===== config.mk =====
export PLATFORM = sky130hd
export DESIGN_NAME = mhc_heater_ctrl
export DESIGN_NICKNAME = d
export VERILOG_FILES = /design/src/mhc_pkg.sv /design/src/mhc_charge_timer.sv /design/src/mhc_heater_ctrl.sv
export SDC_FILE = /design/constraint.sdc
export NUM_CORES = 1
export LEC_CHECK = 0
export BUFFER_PORTS_ARGS = -buffer_cell sky130_fd_sc_hd__buf_2
export CAP_MARGIN = 20
export CORE_UTILIZATION = 60
export DETAILED_ROUTE_END_ITERATION = 16
export GPL_ROUTABILITY_DRIVEN = 1
export PLACE_DENSITY = 0.77
export SYNTH_ARGS = -nofsm -noshare
export SYNTH_HDL_FRONTEND = slang
export SYNTH_SLANG_ARGS = --single-unit

===== constraint.sdc =====
create_clock -name mclk -period 11.8 [get_ports mclk]
set_input_delay 0.59 -clock mclk [delete_from_list [all_inputs] [get_ports mclk]]
set_output_delay 0.59 -clock mclk [all_outputs]
set_load 0.03 [all_outputs]

===== src/mhc_pkg.sv =====
// Shared constants and carrier types for the mains cycle heater controller.
package mhc_pkg;

    // System clock and derived serial timing.
    localparam int unsigned CLK_HZ        = 20_000_000;
    localparam int unsigned BAUD_RATE     = 9600;
    localparam logic [11:0] BAUD_DIV      = 12'(CLK_HZ / BAUD_RATE);

    // Frame structure, counted in mains periods (one period starts at a sync rising edge).
    localparam logic [5:0]  FRAME_PERIODS     = 6'h20;
    localparam int unsigned FRAME_TIME_MS     = 640;
    localparam logic [5:0]  MEAS_SENSOR_PER   = 6'h1c;
    localparam logic [5:0]  MEAS_SETPOINT_PER = 6'h1e;

    // Charge-time counter: one count per TICK_DIV system clocks.
    localparam logic [7:0]  TICK_DIV      = 8'h40;

    // Override thresholds in percent.
    localparam logic [7:0]  START_PCT     = 8'h59;
    localparam logic [7:0]  RISE_PCT      = 8'h6f;
    localparam logic [7:0]  FALL_PCT      = 8'h59;

    // Setpoint readings at or below this count mean the dial is in its off position.
    localparam logic [7:0]  SETPOINT_OFF  = 8'h08;

    // Reset values.
    localparam logic [5:0]  DUTY_RST      = 6'h00;
    localparam logic [7:0]  READING_RST   = 8'h00;
    localparam logic [15:0] INTEG_RST     = 16'h0000;

    typedef struct packed {
        logic [7:0] count;   // Charge time in ticks.
        logic       over;    // Comparator never tripped; reading out of range.
    } mhc_meas_s;

    typedef enum logic {MHC_WAIT, MHC_RUN} mhc_frame_e;
    typedef enum logic {MHC_TX_IDLE, MHC_TX_SHIFT} mhc_tx_e;
    typedef enum logic {MHC_MEAS_IDLE, MHC_MEAS_BUSY} mhc_meas_e;

endpackage

===== src/mhc_charge_timer.sv =====
// Charge-time measurement of the RC network against the reference comparator.
`timescale 1ns/1ps
`default_nettype none
module mhc_charge_timer
    import mhc_pkg::*;
#(
    parameter int unsigned CNT_W = 8
) (
    input  wire logic      mclk,      // System clock.
    input  wire logic      reset,     // Synchronous reset, active high.
    input  wire logic      start,     // Pulse: charge released, begin timing.
    input  wire logic      cmp_trip,  // Comparator: capacitor above reference.
    output logic           busy,      // Timing in progress.
    output logic           done,      // Pulse: result valid.
    output mhc_meas_s      result     // Charge time and overflow mark.
);
    if (CNT_W != 8) begin : g_bad_width
        $error("mhc_charge_timer: CNT_W must match the reading width of 8");
    end

    mhc_meas_e  state_reg, state_next;
    logic [7:0] cnt_reg, cnt_next;
    logic [7:0] pre_reg, pre_next;
    logic       done_reg, done_next;
    mhc_meas_s  res_reg, res_next;

    always_comb begin
        state_next = state_reg;
        cnt_next   = cnt_reg;
        pre_next   = pre_reg;
        done_next  = 1'b0;
        res_next   = res_reg;
        case (state_reg)
            MHC_MEAS_IDLE: begin
                if (start) begin
                    state_next = MHC_MEAS_BUSY;
                    cnt_next   = 8'h00;
                    pre_next   = 8'h00;
                end
            end
            default: begin
                if (cmp_trip) begin
                    state_next = MHC_MEAS_IDLE;
                    done_next  = 1'b1;
                    res_next   = '{count: cnt_reg, over: 1'b0};
                end else if (pre_reg == TICK_DIV - 8'h01) begin
                    pre_next = 8'h00;
                    if (cnt_reg == 8'hff) begin
                        state_next = MHC_MEAS_IDLE;
                        done_next  = 1'b1;
                        res_next   = '{count: 8'hff, over: 1'b1};
                    end else begin
                        cnt_next = cnt_reg + 8'h01;
                    end
                end else begin
                    pre_next = pre_reg + 8'h01;
                end
            end
        endcase
    end

    always_ff @(posedge mclk) begin
        if (reset) begin
            state_reg <= MHC_MEAS_IDLE;
            cnt_reg   <= 8'h00;
            pre_reg   <= 8'h00;
            done_reg  <= 1'b0;
            res_reg   <= '{count: READING_RST, over: 1'b0};
        end else begin
            state_reg <= state_next;
            cnt_reg   <= cnt_next;
            pre_reg   <= pre_next;
            done_reg  <= done_next;
            res_reg   <= res_next;
        end
    end

    assign busy   = (state_reg == MHC_MEAS_BUSY);
    assign done   = done_reg;
    assign result = res_reg;
endmodule
`default_nettype wire


===== src/mhc_heater_ctrl.sv =====
// Mains-synchronised heater controller: frames, measurements, regulator, gate, debug serial.
//
// How it works
// - Frames of 32 mains periods, 0.64 s.
// - Sync rising edge starts frame, leaves wait.
// - Gate edges follow sync, near zero crossing.
// - Measure in periods 28 and 30, positive start.
// - Count charge time until comparator trips.
// - Separate charge outputs select sensor or setpoint.
// - One gate pulse per positive half-wave of an on-period.
// - First periods on, remaining periods off.
// - PI regulator with clamped duty limits.
// - First frame measures only; flags setpoint change.
// - Full power until start_pct percent of setpoint.
// - Setpoint change forces max or zero duty.
// - Debug serial sends single-byte messages only.
// - Dial off position gives zero duty.
`timescale 1ns/1ps
`default_nettype none
module mhc_heater_ctrl
    import mhc_pkg::*;
#(
    parameter logic [5:0]  DUTY_MIN  = 6'h00,  // Lowest regulated duty in periods.
    parameter logic [5:0]  DUTY_MAX  = 6'h20,  // Highest duty in periods.
    parameter logic [3:0]  KP        = 4'h2,   // Proportional gain.
    parameter int unsigned KI_SHIFT  = 3,      // Integral weight as right shift.
    parameter logic [15:0] INTEG_LIM = 16'h03ff // Integrator clamp magnitude.
) (
    input  wire logic mclk,                   // System clock, 20 MHz.
    input  wire logic reset,                  // Synchronous reset, active high.
    input  wire logic mains_sync_wake_input,  // High during positive half-wave.
    input  wire logic reference_comparator,   // High once capacitor is above reference.
    input  wire logic [7:0] start_pct,        // Full-power exit threshold, percent.
    output logic      sensor_charge_output,   // Charges capacitor through sensor.
    output logic      setpoint_charge_output, // Charges capacitor through dial.
    output logic      gate_drive,             // Power switch gate.
    output logic      debug_serial_tx,        // Asynchronous debug line, idle high.
    output logic      frame_start,            // Pulse at each frame start.
    output logic      change_flag,            // Setpoint change pending.
    output logic      reading_fault           // Last reading out of range.
);
    if (DUTY_MAX > FRAME_PERIODS || DUTY_MIN > DUTY_MAX || KI_SHIFT > 8) begin : g_bad_par
        $error("mhc_heater_ctrl: duty limits or integral shift out of range");
    end

    // Sync edge detection; the input is already synchronous to mclk.
    logic sync_d_reg;
    logic sync_rise;
    assign sync_rise = mains_sync_wake_input & ~sync_d_reg;

    // Frame state.
    mhc_frame_e  fstate_reg, fstate_next;
    logic [5:0]  period_reg, period_next;
    logic [5:0]  duty_reg, duty_next;
    logic        first_reg, first_next;
    logic        startup_reg, startup_next;
    logic        chg_reg, chg_next;
    logic [7:0]  temp_reg, temp_next;
    logic [7:0]  set_reg, set_next;
    logic [7:0]  prev_set_reg, prev_set_next;
    logic [15:0] integ_reg, integ_next;
    logic        fault_reg, fault_next;
    logic        fstart_reg, fstart_next;
    logic        gate_reg, gate_next;
    logic        scharge_reg, scharge_next;
    logic        pcharge_reg, pcharge_next;

    // Measurement unit.
    logic      meas_start;
    logic      meas_busy;
    logic      meas_done;
    mhc_meas_s meas_res;

    mhc_charge_timer #(.CNT_W(8)) u_timer (
        .mclk     (mclk),
        .reset    (reset),
        .start    (meas_start),
        .cmp_trip (reference_comparator),
        .busy     (meas_busy),
        .done     (meas_done),
        .result   (meas_res)
    );

    // Regulator arithmetic, evaluated against the readings of the frame just ended.
    logic [16:0]        temp_x100, set_x_start, set_x_rise, set_x_fall;
    logic signed [15:0] err, p_term, i_sum, pi_out;
    logic [5:0]         pi_duty;

    always_comb begin
        temp_x100   = 17'({9'h000, temp_reg} * 17'd100);
        set_x_start = 17'({9'h000, set_reg} * {9'h000, start_pct});
        set_x_rise  = 17'({9'h000, set_reg} * {9'h000, RISE_PCT});
        set_x_fall  = 17'({9'h000, set_reg} * {9'h000, FALL_PCT});
        err         = $signed({8'h00, set_reg}) - $signed({8'h00, temp_reg});
        p_term      = 16'(err * $signed({12'h000, KP}));
        i_sum       = $signed(integ_reg) + err;
        if (i_sum > $signed(INTEG_LIM)) begin
            i_sum = $signed(INTEG_LIM);
        end else if (i_sum < -$signed(INTEG_LIM)) begin
            i_sum = -$signed(INTEG_LIM);
        end
        pi_out = p_term + (i_sum >>> KI_SHIFT);
        if (pi_out < $signed({10'h000, DUTY_MIN})) begin
            pi_duty = DUTY_MIN;
        end else if (pi_out > $signed({10'h000, DUTY_MAX})) begin
            pi_duty = DUTY_MAX;
        end else begin
            pi_duty = pi_out[5:0];
        end
    end

    // Frame sequencing, measurement scheduling and duty decision.
    always_comb begin
        fstate_next   = fstate_reg;
        period_next   = period_reg;
        duty_next     = duty_reg;
        first_next    = first_reg;
        startup_next  = startup_reg;
        chg_next      = chg_reg;
        temp_next     = temp_reg;
        set_next      = set_reg;
        prev_set_next = prev_set_reg;
        integ_next    = integ_reg;
        fault_next    = fault_reg;
        fstart_next   = 1'b0;
        scharge_next  = scharge_reg;
        pcharge_next  = pcharge_reg;
        meas_start    = 1'b0;

        if (sync_rise) begin
            if (fstate_reg == MHC_WAIT || period_reg == FRAME_PERIODS) begin
                fstate_next = MHC_RUN;
                period_next = 6'h01;
                fstart_next = 1'b1;
                // The frame out of the wait state only measures; the next one is regulated.
                if (fstate_reg == MHC_WAIT) begin
                    duty_next = DUTY_RST;
                end else begin
                    first_next    = 1'b0;
                    prev_set_next = set_reg;
                    if (set_reg != prev_set_reg) begin
                        chg_next = 1'b1;
                    end
                    if (set_reg <= SETPOINT_OFF || fault_reg) begin
                        duty_next  = 6'h00;
                        integ_next = INTEG_RST;
                    end else if (startup_reg && temp_x100 < set_x_start) begin
                        duty_next = DUTY_MAX;
                    end else if ((chg_reg || set_reg != prev_set_reg)
                                 && temp_x100 < set_x_rise) begin
                        duty_next    = DUTY_MAX;
                        startup_next = 1'b0;
                    end else if ((chg_reg || set_reg != prev_set_reg)
                                 && temp_x100 > {1'b0, set_x_fall[15:0]} + set_x_fall / 17'd8) begin
                        duty_next    = 6'h00;
                        startup_next = 1'b0;
                        integ_next   = INTEG_RST;
                    end else begin
                        startup_next = 1'b0;
                        chg_next     = 1'b0;
                        duty_next    = pi_duty;
                        integ_next   = 16'(i_sum);
                    end
                end
            end else if (fstate_reg == MHC_RUN) begin
                period_next = period_reg + 6'h01;
            end
            // Both readings sit at the tail of the frame so the heater current has
            // already been decided; it flows during sensor timing at a duty of 28 or more, during dial timing at 30 or more.
            if (fstate_reg == MHC_RUN && !meas_busy) begin
                if (period_next == MEAS_SENSOR_PER) begin
                    meas_start   = 1'b1;
                    scharge_next = 1'b1;
                end else if (period_next == MEAS_SETPOINT_PER) begin
                    meas_start   = 1'b1;
                    pcharge_next = 1'b1;
                end
            end
        end

        if (meas_done) begin
            scharge_next = 1'b0;
            pcharge_next = 1'b0;
            fault_next   = meas_res.over;
            if (scharge_reg) begin
                temp_next = meas_res.count;
            end else begin
                set_next = meas_res.over ? 8'h00 : meas_res.count;
                if (first_reg && set_next != prev_set_reg) begin
                    chg_next = 1'b1;
                end
            end
        end
    end

    // Gate is high only inside the positive half-wave of an on-period, so it rises
    // and falls with the sync edges and ends where the negative half-wave begins.
    always_comb begin
        gate_next = (fstate_next == MHC_RUN) && mains_sync_wake_input
                    && (period_next != 6'h00) && (period_next <= duty_next);
    end

    always_ff @(posedge mclk) begin
        if (reset) begin
            sync_d_reg   <= 1'b0;
            fstate_reg   <= MHC_WAIT;
            period_reg   <= 6'h00;
            duty_reg     <= DUTY_RST;
            first_reg    <= 1'b1;
            startup_reg  <= 1'b1;
            chg_reg      <= 1'b0;
            temp_reg     <= READING_RST;
            set_reg      <= READING_RST;
            prev_set_reg <= READING_RST;
            integ_reg    <= INTEG_RST;
            fault_reg    <= 1'b0;
            fstart_reg   <= 1'b0;
            gate_reg     <= 1'b0;
            scharge_reg  <= 1'b0;
            pcharge_reg  <= 1'b0;
        end else begin
            sync_d_reg   <= mains_sync_wake_input;
            fstate_reg   <= fstate_next;
            period_reg   <= period_next;
            duty_reg     <= duty_next;
            first_reg    <= first_next;
            startup_reg  <= startup_next;
            chg_reg      <= chg_next;
            temp_reg     <= temp_next;
            set_reg      <= set_next;
            prev_set_reg <= prev_set_next;
            integ_reg    <= integ_next;
            fault_reg    <= fault_next;
            fstart_reg   <= fstart_next;
            gate_reg     <= gate_next;
            scharge_reg  <= scharge_next;
            pcharge_reg  <= pcharge_next;
        end
    end

    // Debug serial: one 8N1 byte holding the sensor reading at each frame start.
    // A byte lasts about 1 ms, far shorter than a frame, so no queue is needed.
    mhc_tx_e     tx_state_reg, tx_state_next;
    logic [9:0]  tx_shift_reg, tx_shift_next;
    logic [3:0]  tx_bits_reg, tx_bits_next;
    logic [11:0] tx_div_reg, tx_div_next;
    logic        tx_line_reg, tx_line_next;

    always_comb begin
        tx_state_next = tx_state_reg;
        tx_shift_next = tx_shift_reg;
        tx_bits_next  = tx_bits_reg;
        tx_div_next   = tx_div_reg;
        tx_line_next  = tx_line_reg;
        case (tx_state_reg)
            MHC_TX_IDLE: begin
                tx_line_next = 1'b1;
                if (fstart_reg) begin
                    tx_state_next = MHC_TX_SHIFT;
                    tx_shift_next = {1'b1, temp_reg, 1'b0};
                    tx_bits_next  = 4'h0;
                    tx_div_next   = 12'h000;
                    tx_line_next  = 1'b0;
                end
            end
            default: begin
                if (tx_div_reg == BAUD_DIV - 12'h001) begin
                    tx_div_next = 12'h000;
                    if (tx_bits_reg == 4'h9) begin
                        tx_state_next = MHC_TX_IDLE;
                        tx_line_next  = 1'b1;
                    end else begin
                        tx_bits_next  = tx_bits_reg + 4'h1;
                        tx_shift_next = {1'b1, tx_shift_reg[9:1]};
                        tx_line_next  = tx_shift_reg[1];
                    end
                end else begin
                    tx_div_next = tx_div_reg + 12'h001;
                end
            end
        endcase
    end

    always_ff @(posedge mclk) begin
        if (reset) begin
            tx_state_reg <= MHC_TX_IDLE;
            tx_shift_reg <= 10'h3ff;
            tx_bits_reg  <= 4'h0;
            tx_div_reg   <= 12'h000;
            tx_line_reg  <= 1'b1;
        end else begin
            tx_state_reg <= tx_state_next;
            tx_shift_reg <= tx_shift_next;
            tx_bits_reg  <= tx_bits_next;
            tx_div_reg   <= tx_div_next;
            tx_line_reg  <= tx_line_next;
        end
    end

    assign sensor_charge_output   = scharge_reg;
    assign setpoint_charge_output = pcharge_reg;
    assign gate_drive             = gate_reg;
    assign debug_serial_tx        = tx_line_reg;
    assign frame_start            = fstart_reg;
    assign change_flag            = chg_reg;
    assign reading_fault          = fault_reg;
endmodule
`default_nettype wire


==> impl_metrics.yaml, run 1 <==
floorplan:
  die-width_um: 154.4
  start_util_pct: 61.33
  io_pins: 19
  rows: 55
  core-area_um2: 22710
  die_h_um: 154.4
  dieArea_um2: 23830
worst_hold_path:
  hold_path_end: "sync_d_reg"
  hold_class: "primary input to flip-flop"
  hold_path_depth: 2
  min_from: "mains_sync_wake_input"
synthesis:
  synth-compound-area-share_pct: 20.24
  ys_seq_elements: 115
  synthMuxAreaShare_pct: 0.7996
  netlist_area_um2: 13930
  synth_cells: 1661
  synth_fa_ha_area_share_pct: 31.95
  synth_ff_type: "dfxtp_1"
  ys_warn_count: 0
  synth_simple_gate_area_share_pct: 18.00
  synth-edff-count: 0
  yosysSeqAreaShare_pct: 16.53
  synth_top_family_by_area: "adder cells"
  syn-mean-instance-area_um2: 8.385
  syn_nets: 1986
  yosysUniqueCellTypes: 82
  synthXorXnorAreaFrac_pct: 6.073
  ys_async_sr_fraction_pct: 0
clock_network:
  clk_latency_ns: 0.42
  clkSlewWorstSetupHoldPaths_ns: 0.06
  clock_sinks: 115
  cts_buffer_depth: 2
  htree_num_levels: 4
  cts-buffers-inserted: 17
  hold_buffers: 0
  cts_resized: 0
  post-cts-setup-buffer-count: 0
  cts_tree: "built"
  root_buffer: "clkbuf_16"
placed_design:
  dp_hpwl_mm: 25.93
  place_area_um2: 14290
  gp_congestion: 0.9314
  place.port_buffers: 18
  place_ws_ns: 3.284
worst_setup_path:
  r2r_slack_ns: 3.22
  critPathKind: "flip-flop to flip-flop"
  r2r_start: "set_reg[0]"
  rr_worst_depth: 34
  crit_path_top_delay_cell: "xnor3_2"
  r2r-end: "gate_drive"
  end_kind: "flip-flop"
  slowest_delay_ns: 0.44
  start_kind: "flip-flop"
  crit_start: "set_reg[0]"
  critical_path.max_fanout: 20
  cp_data_required_time_ns: 12.13
  cp_data_arrival_time_ns: 8.92
  crit_top_cell: "ha_1"
layout:
  antenna_cells: 0
  final_area_um2: 14910
  nNetsFinal: 1991
  largest_reg_flops: 16
  drive_gt1_share_pct: 5.896
  area_growth_pct: 7.088
  final_util_pct: 65.67
pwr:
  cellLeakagePower_nw: 7.387
  power_density_nw_per_um2: 65.35
  ir_drop_mv: 0.09167
timing:
  grt_setup_unrepaired: "no"
  period_share_pct: 72.75
  tns_ns: 0
  finalHoldViolCount: 0
  setup_ws_ns: 3.216
  fin_skew_ns: 0.01376
  setup_viol: 0
  fmax_mhz: 116.5
  period_minus_slack_ns: 8.584
  maxSlewViolCount: 0
  slew_headroom_pct: 30.10
  tightest_slew_ns: 1.049
detailed_routing:
  drt-initial-drc-count: 917
  wl_per_cell_um: 17.00
  antenna_left: 0
  num_vias: 12000
  drt-total-wl_mm: 33.39
  drtPass1Iterations: 5
  via_per_inst: 6.109
  drc: 0
global_route:
  grtUsageTotal_pct: 29.10
  grt.overflow.total: 0
  first_global_vias: 11610
  antenna_found_initial: 0
  grt_max_degree: 73
  grt_first_pass_wirelength_mm: 56.24
run_status:
  status: "finished clean"
flow_run:
  cap_violations: 0
[routing by layer]
layer	wire, um	up-vias	global-route usage [%]	part of all wire [%]
met5	0	-	0	0
met4	634	0	7.921	1.9
met3	1678	45	3.923	5.0
met2	15590	292	49.55	47
met1	15490	5734	38.64	46
li1	-	5928	-	-
[power breakdown]
| part | internal (mW) | switching [mW] |
|---|---|---|
| logic | 0.0106 | 0.0252 |
| clock network | 0.339 | 0.203 |
| registers | 0.393 | 0.00418 |
[metrics by stage]
stage / total power [mW] / hold slack (ns) / instances
2_1_floorplan: 0.4294 / 0.4227 / 1661
3_3_place_gp: 0.4399 / 0.4311 / 1932
5_1_grt: 1.005 / 0.4330 / 1964
6_report: 0.9747 / 0.4360 / 1964
3_5_place_dp: 0.4414 / 0.4364 / 1932
4_1_cts: 0.9819 / 0.4219 / 1964
[logic make-up (layout without fill, tap and decap cells)]
family,count (synthesis),count (layout)
compound gates,410,410
mux,11,11
flops,115,115
xor+xnor,87,87
buf+inv,237,255
simple gates,488,488
fa+ha+maj,313,313
[how the worst max path moves through the flow]
stage,to,slack (ns),cells after the start
floorplan,gate_drive,3.75,34
global placement,gate_drive,3.58,34
detailed placement,gate_drive,3.28,34
CTS,gate_drive,3.25,34
global route,gate_drive,2.56,33
finish,gate_drive,3.22,34
[worst max-delay path: cells and delay by family, from the launching register on]
| kind | cells | cell delay, ns |
|---|---|---|
| DFF | 1 | 0.30 |
| AOI/OAI and AO/OA | 18 | 4.03 |
| buffers and inverters | 2 | 0.41 |
| adders and majority gates | 6 | 1.93 |
| xor gates and xnor gates | 2 | 0.78 |
| and+or+nand+nor | 6 | 1.05 |
[cells in the final DEF (no fill, tap or decap), types with 33 or more instances in the layout]
master	instances
and2_1	39
ha_1	242
nand2_1	125
xnor2_1	46
inv_1	194
dfxtp_1	115
xor2_1	35
nor3_1	33
fa_1	71
o21ai_0	74
nor2_1	93
nand3_1	43
a21oi_1	119
[area by class of cell]
type | count | area, um2
fill | 1918 | 7795
clock inverter | 15 | 196.4
multi-input combinational | 1309 | 10730
clock buffer | 17 | 425.4
timing repair buffer | 29 | 172.7
sequential | 115 | 2302
inverter | 194 | 728.2
tap | 285 | 356.6
[Yosys cell counts, types with 13 or more instances]
cell / instances / share of area, %
o21ai_0: 74 / 2.7
nor2_1: 93 / 2.5
nand3b_1: 18 / 0.97
nand2b_1: 21 / 0.94
inv_1: 194 / 5.2
and2_1: 39 / 1.8
o21a_1: 18 / 0.97
or3_1: 13 / 0.58
nand2_1: 125 / 3.4
fa_1: 71 / 10
o211ai_1: 17 / 0.92
nand3_1: 43 / 1.5
xor2_1: 35 / 2.2
a21oi_1: 119 / 4.3
clkbuf_1: 39 / 1.1
nor3b_1: 15 / 0.81
ha_1: 242 / 22
a21o_1: 27 / 1.5
nor3_1: 33 / 1.2
xnor2_1: 46 / 2.9
nand4_1: 18 / 0.81
dfxtp_1: 115 / 17
a211oi_1: 19 / 1.0
and3_1: 17 / 0.76
nor2b_1: 16 / 0.72
Note: power is estimated with default switching activity, not from simulation.
==> run 2, diff against run 1 <==
Settings changed: PLACE_DENSITY 0.77 to 0.8.
Clock period 11.8 ns to 7.23 ns, I/O delays scaled along.
==> run 2 against run 1 <==
The flow now finishes with violations (setup timing). Final cell count rose by 7.8%. Setup slack got worse by 3.5 ns. Clock power rose by 59%. Critical endpoint unchanged.
==> impl_metrics.yaml, run 2 (synthesized netlist as in run 1, its figures left out) <==
worst_hold_path:
  hold_path_depth: 2
  hold_class: "primary input to flip-flop"
worst_setup_path:
  cp_data_arrival_time_ns: 7.83
  end_kind: "flip-flop"
  cp_data_required_time_ns: 7.57
  slowest_delay_ns: 0.50
  critical_path.max_fanout: 5
  rr_worst_depth: 38
  crit_path_top_delay_cell: "fa_1"
  critPathKind: "flip-flop to flip-flop"
  start_kind: "flip-flop"
clock_network:
  clkSlewWorstSetupHoldPaths_ns: 0.06
  clock_sinks: 115
  root_buffer: "clkbuf_16"
  htree_num_levels: 4
  cts_tree: "built"
  clk_latency_ns: 0.43
  cts_buffer_depth: 2
  cts-buffers-inserted: 17
layout:
  drive_gt1_share_pct: 18.01
  mostFrequentLayoutCell: "ha_1"
  antenna_cells: 0
  mostFrequentLayoutCells: "ha_1 (221), inv_1 (193), buf_4 (160)"
  area_growth_pct: 19.99
  largest_reg_flops: 16
  post_layout_nonfiller_instances: 2117
  nNetsFinal: 2146
timing:
  whs_ns: 0.2054
  setup_viol: 1
  slew_headroom_pct: 28.48
  fin_skew_ns: 0.007992
  period_minus_slack_ns: 7.485
  fmax_mhz: 133.6
  period_share_pct: 103.5
  setup_ws_ns: -0.2545
  finalHoldViolCount: 0
  grt_setup_unrepaired: "yes"
  maxSlewViolCount: 0
  tightest_slew_ns: 1.063
detailed_routing:
  drt-total-wl_mm: 37.69
  wl_per_cell_um: 17.80
  antenna_left: 0
  drtPass1Iterations: 6
  drt-initial-drc-count: 973
  via_per_inst: 6.183
  num_vias: 13090
  drc: 0
global_route:
  first_global_vias: 13020
  grt.overflow.total: 0
  grtUsageTotal_pct: 32.09
  grt_first_pass_wirelength_mm: 62.09
  antenna_found_initial: 0
  grt_max_degree: 73
floorplan:
  core-area_um2: 22710
  io_pins: 19
  start_util_pct: 61.33
  dieArea_um2: 23830
  die-width_um: 154.4
  die_h_um: 154.4
  rows: 55
flow_run:
  cap_violations: 0
placed_design:
  dp_hpwl_mm: 27.81
  place.port_buffers: 18
  place_ws_ns: -0.3221
  dp_cells: 2066
  gp_congestion: 0.9372
pwr:
  p_seq_share_pct: 41.3
  p_clk_share_pct: 54.9
  combPwrFrac_pct: 3.9
  p_sw_mw: 0.3751
  p_int_mw: 1.193
  swShare_pct: 23.92
  power_mw: 1.568
  cellLeakagePower_nw: 8.227
  ir_drop_mv: 0.1431
  power_density_nw_per_um2: 93.84
run_status:
  violations: "setup timing"
  status: "finished with violations"
-- run 2: cell count changes in the layout (fill, tap and decap cells not counted), moves of 8 or more --
cell	previous run	this run
a21oi_1	119	110
o21ai_0	74	62
ha_1	242	221
a21oi_2	1	9
buf_4	11	160
o21ai_1	1	10
ha_4	0	18
-- run 2: layout make-up --
class | instances | area, um2
Multi-Input combinational cell | 1309 | 11310
Fill cell | 1670 | 5998
Sequential cell | 115 | 2312
Timing Repair Buffer | 184 | 1406
Inverter | 194 | 730.7
Clock buffer | 19 | 464.2
Tap cell | 285 | 356.6
Clock inverter | 11 | 127.6
-- run 2: path summary, 6_finish.rpt --
path                               from    endpoint  slack (ns)
setup / recovery             set_reg[2]  gate_drive       -0.25
hold / removal    mains_sync_wake_input  sync_d_reg        0.21
setup reg to reg             set_reg[2]  gate_drive       -0.25
hold reg to reg               first_reg   first_reg        0.47
-- run 2: power by group through the flow --
stage          Combinational, mW  Sequential (mW)  Clock [mW]
2_1_floorplan             0.0399            0.661           0
3_3_place_gp              0.0564            0.661           0
3_5_place_dp              0.0584            0.662           0
4_1_cts                   0.0592            0.647       0.860
5_1_grt                   0.0666            0.648       0.889
6_report                  0.0606            0.647       0.860
-- run 2: metal layers --
layer  up-vias  GRT usage [%]  wire length (um)
met5         -              0                 0
met4         0          13.63              1348
met3       136          3.979              2132
met2       463          56.58             18460
met1      6255          39.47             15760
li1       6236              -                 -
-- run 2: timing repair --
action | in CTS | in global routing
pin swaps | 47 | 21
gates resized for setup | 63 | 25
cloned | 1 | 0
hold buffers | 0 | 0
buffers inserted | 18 | 2
hold endpoints to repair | 0 | 0
setup endpoints to repair | 1 | 1
-- run 2: worst max-delay path, delay by kind of cell (launching register included) --
family                   cells  cell delay [ns]
AO/OA/AOI/OAI               16             2.97
XOR/XNOR                     1             0.17
AND/OR/NAND/NOR              5             0.53
adder cells (fa/ha/maj)      8             2.53
flip-flops                   1             0.37
buffers and inverters        8             0.80
-- run 2: metrics by stage --
stage	cell area, um2	utilization (%)	setup TNS [ns]
detailed placement	15460	68.08	-0.3221
CTS	16550	72.90	-0.008810
finish	16710	73.59	-0.2545
global route	16710	73.59	-0.5530
global placement	15460	68.08	-0.1599
floorplan	14060	-	-0.1479
